===== config.mk =====
export PLATFORM = sky130hd
export DESIGN_NAME = mcc_clock_ctrl
export DESIGN_NICKNAME = d
export VERILOG_FILES = /design/src/mcc_pkg.sv /design/src/mcc_clock_ctrl.sv
export VERILOG_INCLUDE_DIRS = /design/src
export SDC_FILE = /design/constraint.sdc
export NUM_CORES = 1
export LEC_CHECK = 0
export BUFFER_PORTS_ARGS = -buffer_cell sky130_fd_sc_hd__clkbuf_2
export CORE_ASPECT_RATIO = 1.2
export CORE_MARGIN = 8
export CORE_UTILIZATION = 55
export DETAILED_ROUTE_END_ITERATION = 7
export GPL_TIMING_DRIVEN = 0
export HOLD_SLACK_MARGIN = 0.05
export PLACE_DENSITY = 0.79
export SETUP_SLACK_MARGIN = 0.5
export SLEW_MARGIN = 20
export SYNTH_ARGS = -nofsm -noshare
export SYNTH_HDL_FRONTEND = slang
export SYNTH_SLANG_ARGS = --single-unit

===== constraint.sdc =====
create_clock -name clock -period 4.3 [get_ports clock]
set_clock_uncertainty 0.2 [all_clocks]
set_input_delay 0.43 -clock clock [delete_from_list [all_inputs] [get_ports clock]]
set_output_delay 0.43 -clock clock [all_outputs]
set_load 0.05 [all_outputs]

===== src/mcc_clock_defs.svh =====
// Offsets, field positions, reset values and start-up counts of the main clock controller.
// Function
// - Crystal input comes from crystal pins or external clock pin, per source type bit.
// - Crystal enable set hands the two oscillator pins over to oscillator duty.
// - Crystal oscillator runs on request only while its enable bit is set.
// - Crystal start-up delay is taken from the start-up select field.
// - With external clock on the crystal input, start-up is fixed at two cycles.
// - Any request for the external clock input configures its pin as clock input.
// - External clock input becomes usable two cycles after first request.
// - Protected write needs unlock key first, then write within four instructions.
// - Protected write outside the window completes without error, contents unchanged.
// - All registers except status are protected by the same register key.
// - Clock output bit 7 of source select drives system clock onto output pin.
// - In sleep the clock output carries no clock unless a peripheral uses it.
// - Source field: 0 fast RC, 1 slow RC, 2 crystal, 3 external clock.
// - Divider codes 0-5 give 2..64, codes 8-C give 6,10,12,24,48.
// - Divider field may be rewritten at run time, changing peripheral clock live.
// - Prescaler disabled passes the main clock undivided, whatever the divider holds.
// - Lock bit blocks updates to source, prescaler and current source calibration.
// - Once locked, the lock register stays locked until the next hardware reset.
// - After reset the main clock is fast RC with prescaler dividing by six.
// - Start-up select codes 0-3 give 1k, 16k, 32k, 64k oscillator cycles.
// - Switching flag reads one until the new source is stable and taken over.
`ifndef MCC_CLOCK_DEFS_SVH
`define MCC_CLOCK_DEFS_SVH
`define MCC_IDX_SRC   5'h00
`define MCC_IDX_PRE   5'h01
`define MCC_IDX_LOCK  5'h02
`define MCC_IDX_STAT  5'h03
`define MCC_IDX_FCTL  5'h10
`define MCC_IDX_TRA   5'h11
`define MCC_IDX_TRB   5'h12
`define MCC_IDX_SCTL  5'h18
`define MCC_IDX_XCTL  5'h1c
`define MCC_SYSCLK_PIN_OUTPUT_BIT 7
`define MCC_STBY_BIT   1
`define MCC_RST_SRC   8'h00
`define MCC_RST_PRE   8'h11
`define MCC_RST_TRA   6'h20
`define MCC_RST_TRB   4'h8
`define MCC_RC_START  17'h00004
`define MCC_TWO_START 17'h00002
`define MCC_X1K       17'h00400
`define MCC_WIN_INSTR 3'h4
`define MCC_RESP_OK   2'h0
`define MCC_RESP_ERR  2'h2
`endif


===== src/mcc_pkg.sv =====
// Types shared by the main clock controller.
package mcc_pkg;
  typedef enum logic [1:0] {
    SRC_FAST = 2'h0,
    SRC_SLOW = 2'h1,
    SRC_XTAL = 2'h2,
    SRC_EXT  = 2'h3
  } mcc_source_type;
  typedef enum logic [1:0] {
    SW_IDLE = 2'b01,
    SW_WAIT = 2'b10
  } mcc_switch_type;
endpackage : mcc_pkg


===== src/mcc_clock_ctrl.sv =====
// Main clock source selection, prescaler, change protection and lock.
`timescale 1ns/1ns
`include "mcc_clock_defs.svh"
module mcc_clock_ctrl #(
  parameter logic [7:0]  KEY  = 8'h5a, // Arbitrary unlock value.
  parameter logic [16:0] X16K = 17'h04000,
  parameter logic [16:0] X32K = 17'h08000,
  parameter logic [16:0] X64K = 17'h10000
) (
  input  wire logic        clock,
  input  wire logic        arst_n,
  input  wire logic [7:0]  s_axi_awaddr,
  input  wire logic        s_axi_awvalid,
  output logic             s_axi_awready,
  input  wire logic [31:0] s_axi_wdata,
  input  wire logic [3:0]  s_axi_wstrb,
  input  wire logic        s_axi_wvalid,
  output logic             s_axi_wready,
  output logic [1:0]       s_axi_bresp,
  output logic             s_axi_bvalid,
  input  wire logic        s_axi_bready,
  input  wire logic [7:0]  s_axi_araddr,
  input  wire logic        s_axi_arvalid,
  output logic             s_axi_arready,
  output logic [31:0]      s_axi_rdata,
  output logic [1:0]       s_axi_rresp,
  output logic             s_axi_rvalid,
  input  wire logic        s_axi_rready,
  input  wire logic        keyWrite,
  input  wire logic [7:0]  keyData,
  input  wire logic        instrRetire,
  input  wire logic        fastRcClk,
  input  wire logic        slowRcClk,
  input  wire logic        xtalCoreClk,
  input  wire logic        crystalPinIn,
  input  wire logic        extClockPin,
  input  wire logic        fuseCalLock,
  input  wire logic [3:0]  periphSrcReq,
  input  wire logic        sleepMode,
  input  wire logic        sysclkInUse,
  output logic             mainClk,
  output logic             perClk,
  output logic             sysclk_pin_output,
  output logic             crystalPinOverride,
  output logic             xtalRun,
  output logic             extPinConfig,
  output logic [5:0]       fastTrimA,
  output logic [3:0]       fastTrimB
);

  logic [5:0]             syncA;
  logic [5:0]             syncB;
  logic [3:0]             srcLvl;
  logic [3:0]             lvlPrev;
  logic [3:0]             srcEdge;
  logic [3:0]             srcReq;
  logic [3:0]             srcRun;
  logic [3:0]             srcStable;
  logic [1:0]             srcSel;
  logic                   clkoutEn;
  logic                   prescale_enable;
  logic [3:0]             prescale_divider;
  logic                   lock_enable_bit;
  logic                   fastStby;
  logic                   slowStby;
  logic                   xEnable;
  logic                   xStby;
  logic                   xSel;
  logic [1:0]             xCsut;
  logic                   calLock;
  logic [2:0]             winCnt;
  logic                   winOpen;
  logic                   keyHit;
  logic [7:0]             awAddrQ;
  logic [7:0]             wByte;
  logic                   wStrb0;
  logic [4:0]             wIdx;
  logic                   wHit;
  logic                   doWr;
  logic                   protWr;
  logic                   wEn;
  logic [7:0]             rdMux;
  logic                   rdHit;
  logic                   mainPrev;
  logic [5:0]             divCnt;
  mcc_pkg::mcc_source_type activeSel;
  mcc_pkg::mcc_switch_type swState;

  // Map a register index onto whether it exists at all.
  function automatic logic isMapped(input logic [4:0] idx);
    case (idx)
      `MCC_IDX_SRC, `MCC_IDX_PRE, `MCC_IDX_LOCK, `MCC_IDX_STAT,
      `MCC_IDX_FCTL, `MCC_IDX_TRA, `MCC_IDX_TRB, `MCC_IDX_SCTL,
      `MCC_IDX_XCTL: isMapped = 1'b1;
      default: isMapped = 1'b0;
    endcase
  endfunction : isMapped

  // Half of the division ratio; reserved codes fall back to division by two.
  function automatic logic [5:0] divHalf(input logic [3:0] code);
    case (code)
      4'h0: divHalf = 6'h01;
      4'h1: divHalf = 6'h02;
      4'h2: divHalf = 6'h04;
      4'h3: divHalf = 6'h08;
      4'h4: divHalf = 6'h10;
      4'h5: divHalf = 6'h20;
      4'h8: divHalf = 6'h03;
      4'h9: divHalf = 6'h05;
      4'ha: divHalf = 6'h06;
      4'hb: divHalf = 6'h0c;
      4'hc: divHalf = 6'h18;
      default: divHalf = 6'h01;
    endcase
  endfunction : divHalf

  // Oscillator edges a source needs before it counts as stable.
  function automatic logic [16:0] startTarget(input int idx);
    if (idx == 2) begin
      if (xSel) begin
        startTarget = `MCC_TWO_START;
      end else begin
        case (xCsut)
          2'h0:    startTarget = `MCC_X1K;
          2'h1:    startTarget = X16K;
          2'h2:    startTarget = X32K;
          default: startTarget = X64K;
        endcase
      end
    end else if (idx == 3) begin
      startTarget = `MCC_TWO_START;
    end else begin
      startTarget = `MCC_RC_START;
    end
  endfunction : startTarget

  // Oscillator and pin levels are asynchronous, so all pass two flip-flops first.
  always_ff @(posedge clock or negedge arst_n) begin
    if (!arst_n) begin
      syncA <= 6'h00;
      syncB <= 6'h00;
    end else begin
      syncA <= {fuseCalLock, extClockPin, crystalPinIn, xtalCoreClk, slowRcClk, fastRcClk};
      syncB <= syncA;
    end
  end

  // The crystal path takes the pin clock or the crystal core, per the type bit.
  assign srcLvl  = {syncB[4], xSel ? syncB[3] : syncB[2], syncB[1], syncB[0]};
  assign srcEdge = srcLvl & ~lvlPrev;

  // Previous source levels for rising edge detection.
  always_ff @(posedge clock or negedge arst_n) begin
    if (!arst_n) begin
      lvlPrev <= 4'h0;
    end else begin
      lvlPrev <= srcLvl;
    end
  end

  // A source is requested by a peripheral, by the pending choice or as the running one.
  always_comb begin
    for (int i = 0; i < 4; i++) begin
      srcReq[i] = periphSrcReq[i] || (srcSel == 2'(i)) || (activeSel == 2'(i));
    end
    srcRun[0] = srcReq[0] || fastStby;
    srcRun[1] = srcReq[1] || slowStby;
    srcRun[2] = xEnable && (srcReq[2] || xStby);
    srcRun[3] = srcReq[3];
  end

  // Each source counts its own edges; status shows only while it is requested.
  genvar g;
  for (g = 0; g < 4; g++) begin : g_src
    logic [16:0] cnt;
    always_ff @(posedge clock or negedge arst_n) begin
      if (!arst_n) begin
        cnt <= 17'h00000;
      end else if (!srcRun[g]) begin
        cnt <= 17'h00000;
      end else if (srcEdge[g] && cnt < startTarget(g)) begin
        cnt <= cnt + 17'h00001;
      end
    end
    assign srcStable[g] = srcRun[g] && srcReq[g] && (cnt >= startTarget(g));
  end

  // Switch over only once the newly chosen source reports stable.
  always_ff @(posedge clock or negedge arst_n) begin
    if (!arst_n) begin
      swState   <= mcc_pkg::SW_IDLE;
      activeSel <= mcc_pkg::SRC_FAST;
    end else begin
      case (swState)
        mcc_pkg::SW_IDLE: begin
          if (srcSel != activeSel) begin
            swState <= mcc_pkg::SW_WAIT;
          end
        end
        mcc_pkg::SW_WAIT: begin
          if (srcSel == activeSel) begin
            swState <= mcc_pkg::SW_IDLE;
          end else if (srcStable[srcSel]) begin
            activeSel <= mcc_pkg::mcc_source_type'(srcSel);
            swState   <= mcc_pkg::SW_IDLE;
          end
        end
        default: swState <= mcc_pkg::SW_IDLE;
      endcase
    end
  end

  // Main clock level, its edge history and the pin outputs.
  always_ff @(posedge clock or negedge arst_n) begin
    if (!arst_n) begin
      mainClk            <= 1'b0;
      mainPrev           <= 1'b0;
      sysclk_pin_output             <= 1'b0;
      crystalPinOverride <= 1'b0;
      xtalRun            <= 1'b0;
      extPinConfig       <= 1'b0;
    end else begin
      mainClk            <= srcLvl[activeSel];
      mainPrev           <= mainClk;
      sysclk_pin_output             <= clkoutEn && (!sleepMode || sysclkInUse) && mainClk;
      crystalPinOverride <= xEnable;
      xtalRun            <= srcRun[2];
      extPinConfig       <= srcReq[3];
    end
  end

  // The comparison uses the divider live, so a run-time change takes effect cleanly.
  always_ff @(posedge clock or negedge arst_n) begin
    if (!arst_n) begin
      perClk <= 1'b0;
      divCnt <= 6'h00;
    end else if (!prescale_enable) begin
      perClk <= mainClk;
      divCnt <= 6'h00;
    end else if (mainClk && !mainPrev) begin
      if (divCnt >= divHalf(prescale_divider) - 6'h01) begin
        divCnt <= 6'h00;
        perClk <= !perClk;
      end else begin
        divCnt <= divCnt + 6'h01;
      end
    end
  end

  // Unlock window, counted down in retired instructions.
  assign keyHit  = keyWrite && (keyData == KEY);
  assign winOpen = (winCnt != 3'h0);
  always_ff @(posedge clock or negedge arst_n) begin
    if (!arst_n) begin
      winCnt <= 3'h0;
    end else if (keyHit) begin
      winCnt <= `MCC_WIN_INSTR;
    end else if (protWr) begin
      winCnt <= 3'h0;
    end else if (instrRetire && winOpen) begin
      winCnt <= winCnt - 3'h1;
    end
  end

  // Address and data channels are taken in either order and held until the response.
  always_ff @(posedge clock or negedge arst_n) begin
    if (!arst_n) begin
      s_axi_awready <= 1'b1;
      s_axi_wready  <= 1'b1;
      awAddrQ       <= 8'h00;
      wByte         <= 8'h00;
      wStrb0        <= 1'b0;
    end else begin
      if (s_axi_awvalid && s_axi_awready) begin
        s_axi_awready <= 1'b0;
        awAddrQ       <= s_axi_awaddr;
      end else if (s_axi_bvalid && s_axi_bready) begin
        s_axi_awready <= 1'b1;
      end
      if (s_axi_wvalid && s_axi_wready) begin
        s_axi_wready <= 1'b0;
        wByte        <= s_axi_wdata[7:0];
        wStrb0       <= s_axi_wstrb[0];
      end else if (s_axi_bvalid && s_axi_bready) begin
        s_axi_wready <= 1'b1;
      end
    end
  end

  // Every register but status needs an open window; a refused write still answers OKAY.
  assign wIdx    = awAddrQ[6:2];
  assign wHit    = !awAddrQ[7] && isMapped(wIdx);
  assign doWr    = !s_axi_awready && !s_axi_wready && !s_axi_bvalid;
  assign protWr  = doWr && wHit && (wIdx != `MCC_IDX_STAT);
  assign wEn     = protWr && wStrb0 && winOpen;
  assign calLock = syncB[5] || (lock_enable_bit && activeSel == mcc_pkg::SRC_FAST);

  // Write response.
  always_ff @(posedge clock or negedge arst_n) begin
    if (!arst_n) begin
      s_axi_bvalid <= 1'b0;
      s_axi_bresp  <= `MCC_RESP_OK;
    end else if (doWr) begin
      s_axi_bvalid <= 1'b1;
      s_axi_bresp  <= wHit ? `MCC_RESP_OK : `MCC_RESP_ERR;
    end else if (s_axi_bvalid && s_axi_bready) begin
      s_axi_bvalid <= 1'b0;
    end
  end

  // Source, prescaler and lock; the lock only clears by hardware reset.
  always_ff @(posedge clock or negedge arst_n) begin
    if (!arst_n) begin
      srcSel   <= 2'(`MCC_RST_SRC);
      clkoutEn <= 1'(`MCC_RST_SRC >> `MCC_SYSCLK_PIN_OUTPUT_BIT);
      prescale_enable      <= 1'(`MCC_RST_PRE);
      prescale_divider     <= 4'(`MCC_RST_PRE >> 1);
      lock_enable_bit   <= 1'b0;
    end else if (wEn && !lock_enable_bit) begin
      case (wIdx)
        `MCC_IDX_SRC: begin
          srcSel   <= wByte[1:0];
          clkoutEn <= wByte[`MCC_SYSCLK_PIN_OUTPUT_BIT];
        end
        `MCC_IDX_PRE: begin
          prescale_enable  <= wByte[0];
          prescale_divider <= wByte[4:1];
        end
        `MCC_IDX_LOCK: lock_enable_bit <= wByte[0];
        default: ;
      endcase
    end
  end

  // Fast oscillator trims, frozen by fuse or by lock while it drives the main clock.
  always_ff @(posedge clock or negedge arst_n) begin
    if (!arst_n) begin
      fastTrimA <= `MCC_RST_TRA;
      fastTrimB <= `MCC_RST_TRB;
    end else if (wEn && !calLock) begin
      if (wIdx == `MCC_IDX_TRA) begin
        fastTrimA <= wByte[5:0];
      end
      if (wIdx == `MCC_IDX_TRB) begin
        fastTrimB <= wByte[3:0];
      end
    end
  end

  // Oscillator controls; the crystal type and start-up only change while it is stopped.
  always_ff @(posedge clock or negedge arst_n) begin
    if (!arst_n) begin
      fastStby <= 1'b0;
      slowStby <= 1'b0;
      xEnable  <= 1'b0;
      xStby    <= 1'b0;
      xSel     <= 1'b0;
      xCsut    <= 2'h0;
    end else if (wEn) begin
      case (wIdx)
        `MCC_IDX_FCTL: fastStby <= wByte[`MCC_STBY_BIT];
        `MCC_IDX_SCTL: slowStby <= wByte[`MCC_STBY_BIT];
        `MCC_IDX_XCTL: begin
          xEnable <= wByte[0];
          xStby   <= wByte[`MCC_STBY_BIT];
          if (!xEnable && !srcStable[2]) begin
            xSel  <= wByte[2];
            xCsut <= wByte[5:4];
          end
        end
        default: ;
      endcase
    end
  end

  // Read data selection; reserved bits read zero.
  always_comb begin
    rdHit = !s_axi_araddr[7] && isMapped(s_axi_araddr[6:2]);
    case (s_axi_araddr[6:2])
      `MCC_IDX_SRC:  rdMux = {clkoutEn, 5'h00, srcSel};
      `MCC_IDX_PRE:  rdMux = {3'h0, prescale_divider, prescale_enable};
      `MCC_IDX_LOCK: rdMux = {7'h00, lock_enable_bit};
      `MCC_IDX_STAT: rdMux = {srcStable[3], srcStable[2], srcStable[1], srcStable[0], 3'h0,
                              swState == mcc_pkg::SW_WAIT};
      `MCC_IDX_FCTL: rdMux = {6'h00, fastStby, 1'b0};
      `MCC_IDX_TRA:  rdMux = {2'h0, fastTrimA};
      `MCC_IDX_TRB:  rdMux = {syncB[5], 3'h0, fastTrimB};
      `MCC_IDX_SCTL: rdMux = {6'h00, slowStby, 1'b0};
      `MCC_IDX_XCTL: rdMux = {2'h0, xCsut, 1'b0, xSel, xStby, xEnable};
      default:       rdMux = 8'h00;
    endcase
    if (s_axi_araddr[7]) begin
      rdMux = 8'h00;
    end
  end

  // Read channel, one outstanding read.
  always_ff @(posedge clock or negedge arst_n) begin
    if (!arst_n) begin
      s_axi_arready <= 1'b1;
      s_axi_rvalid  <= 1'b0;
      s_axi_rdata   <= 32'h00000000;
      s_axi_rresp   <= `MCC_RESP_OK;
    end else if (s_axi_arvalid && s_axi_arready) begin
      s_axi_arready <= 1'b0;
      s_axi_rvalid  <= 1'b1;
      s_axi_rdata   <= {24'h000000, rdMux};
      s_axi_rresp   <= rdHit ? `MCC_RESP_OK : `MCC_RESP_ERR;
    end else if (s_axi_rvalid && s_axi_rready) begin
      s_axi_rvalid  <= 1'b0;
      s_axi_arready <= 1'b1;
    end
  end

endmodule : mcc_clock_ctrl


==> results.ini, run 1 <==
[run_status]
status=completed

[yosys]
ys_top_cells_by_area=dfrtp_1, mux2_2, ha_1
synth_cell_types=61
synth_top_area_share=0.5168
syn_area_um2=7312
synthArstFlopShare=1.000
seq_area_frac_synth=0.5455
synthCells=661
ys.flop_type=dfrtp_1
synth-edff-count=0
yosys_warnings=0
yosys.area.top_type=dfrtp_1
syn_avg_cell_area_um2=11.06
ys_ff_latch=159

[clocking]
cts_buffer_depth=2
clock_latency_ps=420
cts-buffers-inserted=17
cts_setup_buffers=0
cts_tree=yes
cts_sinks=159
htreeDepth=4
path_clk_slew_ps=60
clockRootBuffer=clkbuf_16

[layout]
area_growth_syn_to_layout_pct=22.19
fill_cells=960
utilization=0.6809
antenna-diode-count=0
drive_gt1_frac=0.2446
final_area_um2=8935
nets=916

[sta]
timing.slew.headroom=0.3091
worstMarginPinSlew_ps=1036
timing.fmax_mhz=289.4
maxSlewViolCount=0
final-hold-violation-count=0
setup_violations=0
post-route-period-util=0.8035
final.min_clock_period_ps=3455
rsz0062_at_grt=no
finalSetupTns_ps=0

[global_route]
overflow=0
grt_usage=0.1971
antenna_found_initial=0
grt_max_degree=86
grt_pass1_wl_um=27220
grt_pass1_vias=5654

[routing]
vias_per_cell=5.462
drtPass1Iterations=7
wl_per_cell_um=16.63
detail-route-antenna-nets=0
drc=0
routed_wl_um=16530
dr.first_iter.drc_count=297
vias=5429

[place]
postPlaceCellArea_um2=8054
globalplace.congestion=0.9395
port_buffers=79
hpwl_um=11950

[critical_path]
path_class=flop to flop
arrival_ps=3530
path_max_fanout=10
crit_path_end_kind=flop
worstSetupStartpointType=flop
worstPathRequired_ps=4370

[floorplan]
initial_core_util=0.5572
die_area_um2=17260
placementRows=46
fp.dieW_um=121.3
ios=138
die_y_um=142.3
core_region_area_um2=13120

[power]
power.leakage_nw=4.283
powerDensity_nw_per_um2=546.7
ir_worst_vdd_mv=0.4247

[flow_run]
drv_cap=0

[worst_hold_path]
min_path_type=input pin to flop

-- cells in the mapped netlist (all sizes together), types with 2 or more instances --
library cell and n:
xnor2 13, a222oi 2, a221oi 4, clkbuf 13, nor2 49, or2 3
mux2 43, a21oi 24, nor3 14, or4b 2, a31o 2, nor4 19
dfrtp 151, and2 2, a2bb2oi 2, nand4 11, nand3b 2, nand3 16
conb 2, nand2b 10, mux2i 10, buf 27, o21bai 4, o2bb2ai 4
dfstp 8, nor3b 4, nand2 43, a32o 3, xor2 11, a22o 2
a32oi 2, o311ai 2, o22ai 2, and3 7, inv 32, nor2b 44
and4 2, o21ai 24, ha 22, or3 3, a211oi 3, nor4b 2
a31oi 3
-- state kept, by name (all words and copies together) (netlist names), 2 cells and up --
name / count
xCsut: 2
winCnt: 3
g_src.cnt: 68
activeSel: 2
srcSel: 2
lvlPrev: 4
swState: 2
wByte: 7
fastTrimA: 6
s_axi_rdata: 8
syncB: 6
divCnt: 6
fastTrimB: 4
prescale_divider: 4
awAddrQ: 6
syncA: 6
-- cells in the final DEF, fill, tap and decap left out, types with 7 or more instances in the layout --
cell	count
xor2_1	11
buf_4	26
dfrtp_1	151
dfstp_2	8
nand2_1	43
nor3_1	13
mux2i_1	10
nor4_1	18
inv_1	32
nand4_1	11
nand3_1	16
ha_1	22
o21ai_0	22
nand2b_1	10
a21oi_1	24
clkbuf_1	13
mux2_2	43
xnor2_1	13
nor2_1	49
nor2b_1	44
clkbuf_16	17
and3_1	7
clkbuf_2	78
dlygate4sd3_1	28
conb_1	27
-- critical path: stages (launching register included) --
cell and delay, ps:
dfrtp_1 490, or3_1 360, ha_1 300, a2111oi_0 370, o21bai_1 150, nor4_1 630, clkbuf_1 440, nand3_1 150
xor2_1 180, nor2_1 60
-- kinds of logic after synthesis --
logic type,share of synthesized area
and+or+nand+nor,0.1728
muxes,0.08299
DFF,0.5455
AOI/OAI and AO/OA,0.08077
other,0.001027
buffers and inverters,0.05048
xor gates and xnor gates,0.02875
adders and majority gates,0.03764
-- area by class of cell --
type	instances	area (um^2)	share of cell area
flip-flops and latches	159	3989	0.4464
clock inverters	15	175.2	0.01961
inverters	32	120.1	0.01344
well taps	168	210.2	0.02353
clock buffers	17	425.4	0.04761
repair buffers	108	711.9	0.07968
plain buffers	40	249.0	0.02787
multi-input cells	455	3054	0.3418
-- path summary, 6_finish.rpt --
| path | from | endpoint | slack (ps) | depth (start not counted) |
|---|---|---|---|---|
| setup / recovery | xSel | g_src[2].cnt[3] | 840 | 9 |
| hold / removal | s_axi_awaddr[2] | awAddrQ[2] | 60 | 2 |
| setup reg to reg | xSel | g_src[2].cnt[3] | 840 | 9 |
| hold reg to reg | syncA[1] | syncB[1] | 150 | 0 |
| max in group asynchronous | arst_n | swState[0] | 2660 | 3 |
| min in group asynchronous | arst_n | g_src[2].cnt[7] | 400 | 2 |
-- per-stage QoR --
step                setup WS, ps  hold WS [ps]  total power [mW]  std cells
global placement           29.93         132.9             3.254        933
floorplan                   1310        -65.59             2.959        686
detailed placement         869.6         135.5             3.346        934
CTS                        839.7         50.13             4.903        994
global route               613.3         52.98             5.153        994
finish                     844.7         58.70             4.885        994
-- metal layers --
| layer | share of wire | vias to the layer above | GRT usage | routed length [um] |
|---|---|---|---|---|
| met4 | 0.024 | 0 | 0.07612 | 393 |
| met1 | 0.40 | 2662 | 0.2331 | 6659 |
| met5 | 0 | - | 0 | 0 |
| li1 | - | 2570 | - | - |
| met2 | 0.52 | 159 | 0.3429 | 8647 |
| met3 | 0.050 | 38 | 0.04129 | 829 |
-- power breakdown --
| group | switching [mW] | internal [mW] |
|---|---|---|
| Combinational | 0.841 | 0.549 |
| Sequential | 0.243 | 1.74 |
| Clock | 0.638 | 0.875 |
-- timing repair --
action / CTS / global route
endpoints found under the hold margin: 95 / 0
hold buffers: 28 / 0
gates resized for setup: 0 / 0
No activity file was read; power rests on OpenSTA's default activity.
==> run 2: changes to the inputs <==
- CORE_UTILIZATION: 55 -> 50
- PLACE_DENSITY: 0.79 -> 0.76
- clock period: 4.3 -> 3.15 ns (I/O delays scaled with it)
==> run 2 against run 1 <==
Compared with the run above:
- die area up 8.8%
- combinational power increased by 86%
- first-iteration DRC count up 46%
- routed wire length rose by 14%
- core utilization shrank 0.64 points
- sequential share of layout area fell by 3.4 points
- hold slack lost 0.67 ps
- maximum frequency grew 22%
- critical endpoint is now g_src[2].cnt[9]
- largest power group unchanged
==> results.ini, run 2 (same netlist as run 1, synthesis figures left out) <==
[sta]
timing.fmax_mhz=351.9
final.min_clock_period_ps=2841
post-route-period-util=0.9021
timing.slew.headroom=0.2017
fin_hold_ws_ps=58.02
worstMarginPinSlew_ps=1187
setup_violations=0
final-hold-violation-count=0
rsz0062_at_grt=yes
maxSlewViolCount=0

[layout]
largest_register=g_src.cnt
drive_gt1_frac=0.3345
final_area_um2=9681
area_growth_syn_to_layout_pct=32.39
finalNonFillerCells=1030
utilization=0.6744
nets=945
largest_register_ffs=68
top_regs=g_src.cnt: 68 flops, s_axi_rdata: 8 flops, wByte: 7 flops
layout_common_cells=dfrtp_1, clkbuf_2, nor2_1
antenna-diode-count=0
final_common_cell=dfrtp_1

[global_route]
grt_pass1_wl_um=30450
grt_usage=0.2030
grt_pass1_vias=6162
grt_max_degree=99
antenna_found_initial=0
overflow=0

[critical_path]
crit_path_end_kind=flop
worstSetupStartpointType=flop
path_max_fanout=6
path_class=flop to flop
worstPathRequired_ps=3240
arrival_ps=2940

[power]
powerDensity_nw_per_um2=773.8
ir_worst_vdd_mv=0.5434
power.leakage_nw=4.601

[routing]
drtPass1Iterations=5
vias=5729
routed_wl_um=18890
detail-route-antenna-nets=0
dr.first_iter.drc_count=433
wl_per_cell_um=18.34
vias_per_cell=5.562
drc=0

[place]
globalplace.congestion=0.8764
postPlaceCellArea_um2=8142
dp.cells=941
hpwl_um=12400
port_buffers=79

[clocking]
htreeDepth=4
clockRootBuffer=clkbuf_16
clock_latency_ps=430
cts_sinks=159
cts_buffer_depth=2
cts_tree=yes
cts-buffers-inserted=17
path_clk_slew_ps=60

[floorplan]
fp.dieW_um=126.4
core_region_area_um2=14350
die_area_um2=18770
ios=138
die_y_um=148.5
placementRows=48
initial_core_util=0.5094

[worst_hold_path]
min_path_type=input pin to flop

[run_status]
status=completed

[flow_run]
drv_cap=0

-- run 2: changes by cell type in the layout (fill, tap and decap cells not counted), moves of 5 or more --
cell           delta
buf_6             +5
dlygate4sd3_1     +6
buf_4            +19
o21ai_0           -9
o21ai_1           +5
nor4_1            -5
ha_1              -6
nor4_4            +5
-- run 2: stage by stage --
stage / total power, mW / setup slack [ps] / TNS [ps]
2_1_floorplan: 4.106 / 336.0 / 0
3_3_place_gp: 4.517 / -1332 / -152380
3_5_place_dp: 4.653 / -73.68 / -461.6
4_1_cts: 7.207 / 341.2 / 0
5_1_grt: 7.876 / 206.1 / 0
6_report: 7.491 / 308.5 / 0
-- run 2: critical path: stages, from the launching register on --
cell and delay [ps]:
dfrtp_2 430, or3_4 410, ha_4 240, a2111oi_4 310
o21bai_2 130, or4_4 440, buf_8 170, nor4_4 180
xnor2_1 150, nor2_1 50
-- run 2: worst paths after layout --
| path | startpoint | endpoint | slack, ps | cells past startpoint |
|---|---|---|---|---|
| worst max-delay path | xSel | g_src[2].cnt[9] | 310 | 9 |
| worst min-delay path | s_axi_araddr[7] | s_axi_rresp[1] | 60 | 3 |
| worst max register to register | xSel | g_src[2].cnt[9] | 310 | 9 |
| worst min register to register | syncA[0] | syncB[0] | 150 | 0 |
| max in group asynchronous | arst_n | s_axi_bvalid | 1640 | 3 |
| min in group asynchronous | arst_n | g_src[2].cnt[5] | 250 | 2 |
-- run 2: repair_timing --
action                                 in CTS  in global routing
gates cloned                                0                  1
setup buffers                              14                  8
setup endpoints to repair                  41                 60
endpoints found under the hold margin      89                  3
hold buffers                               33                  1
pin swaps                                  23                 19
gates resized for setup                    48                 43
-- run 2: layer usage --
layer  track usage  routed length (um)  vias up  part of all wire
met2        0.3521                9844      203              0.52
met5             0                   0        -                 0
li1              -                   -     2632                 -
met1        0.2277                7261     2825              0.38
met3       0.05193                1087       69             0.058
met4        0.1001                 698        0             0.037
-- run 2: final cells by class --
cell class                      count  area [um^2]
Clock buffer                       18        429.2
Timing Repair Buffer              137        959.7
Fill cell                         995         4673
Sequential cell                   159         3993
Clock inverter                     14        188.9
Buffer                             40        277.8
Inverter                           32        122.6
Tap cell                          175        219.0
Multi-Input combinational cell    455         3491
-- run 2: power by group --
group | switching [mW] | leakage, nW | internal, mW
clock network | 0.833 | 0.296 | 1.32
registers | 0.361 | 2.08 | 2.38
logic | 1.46 | 2.22 | 1.13
total | 2.66 | 4.60 | 4.84
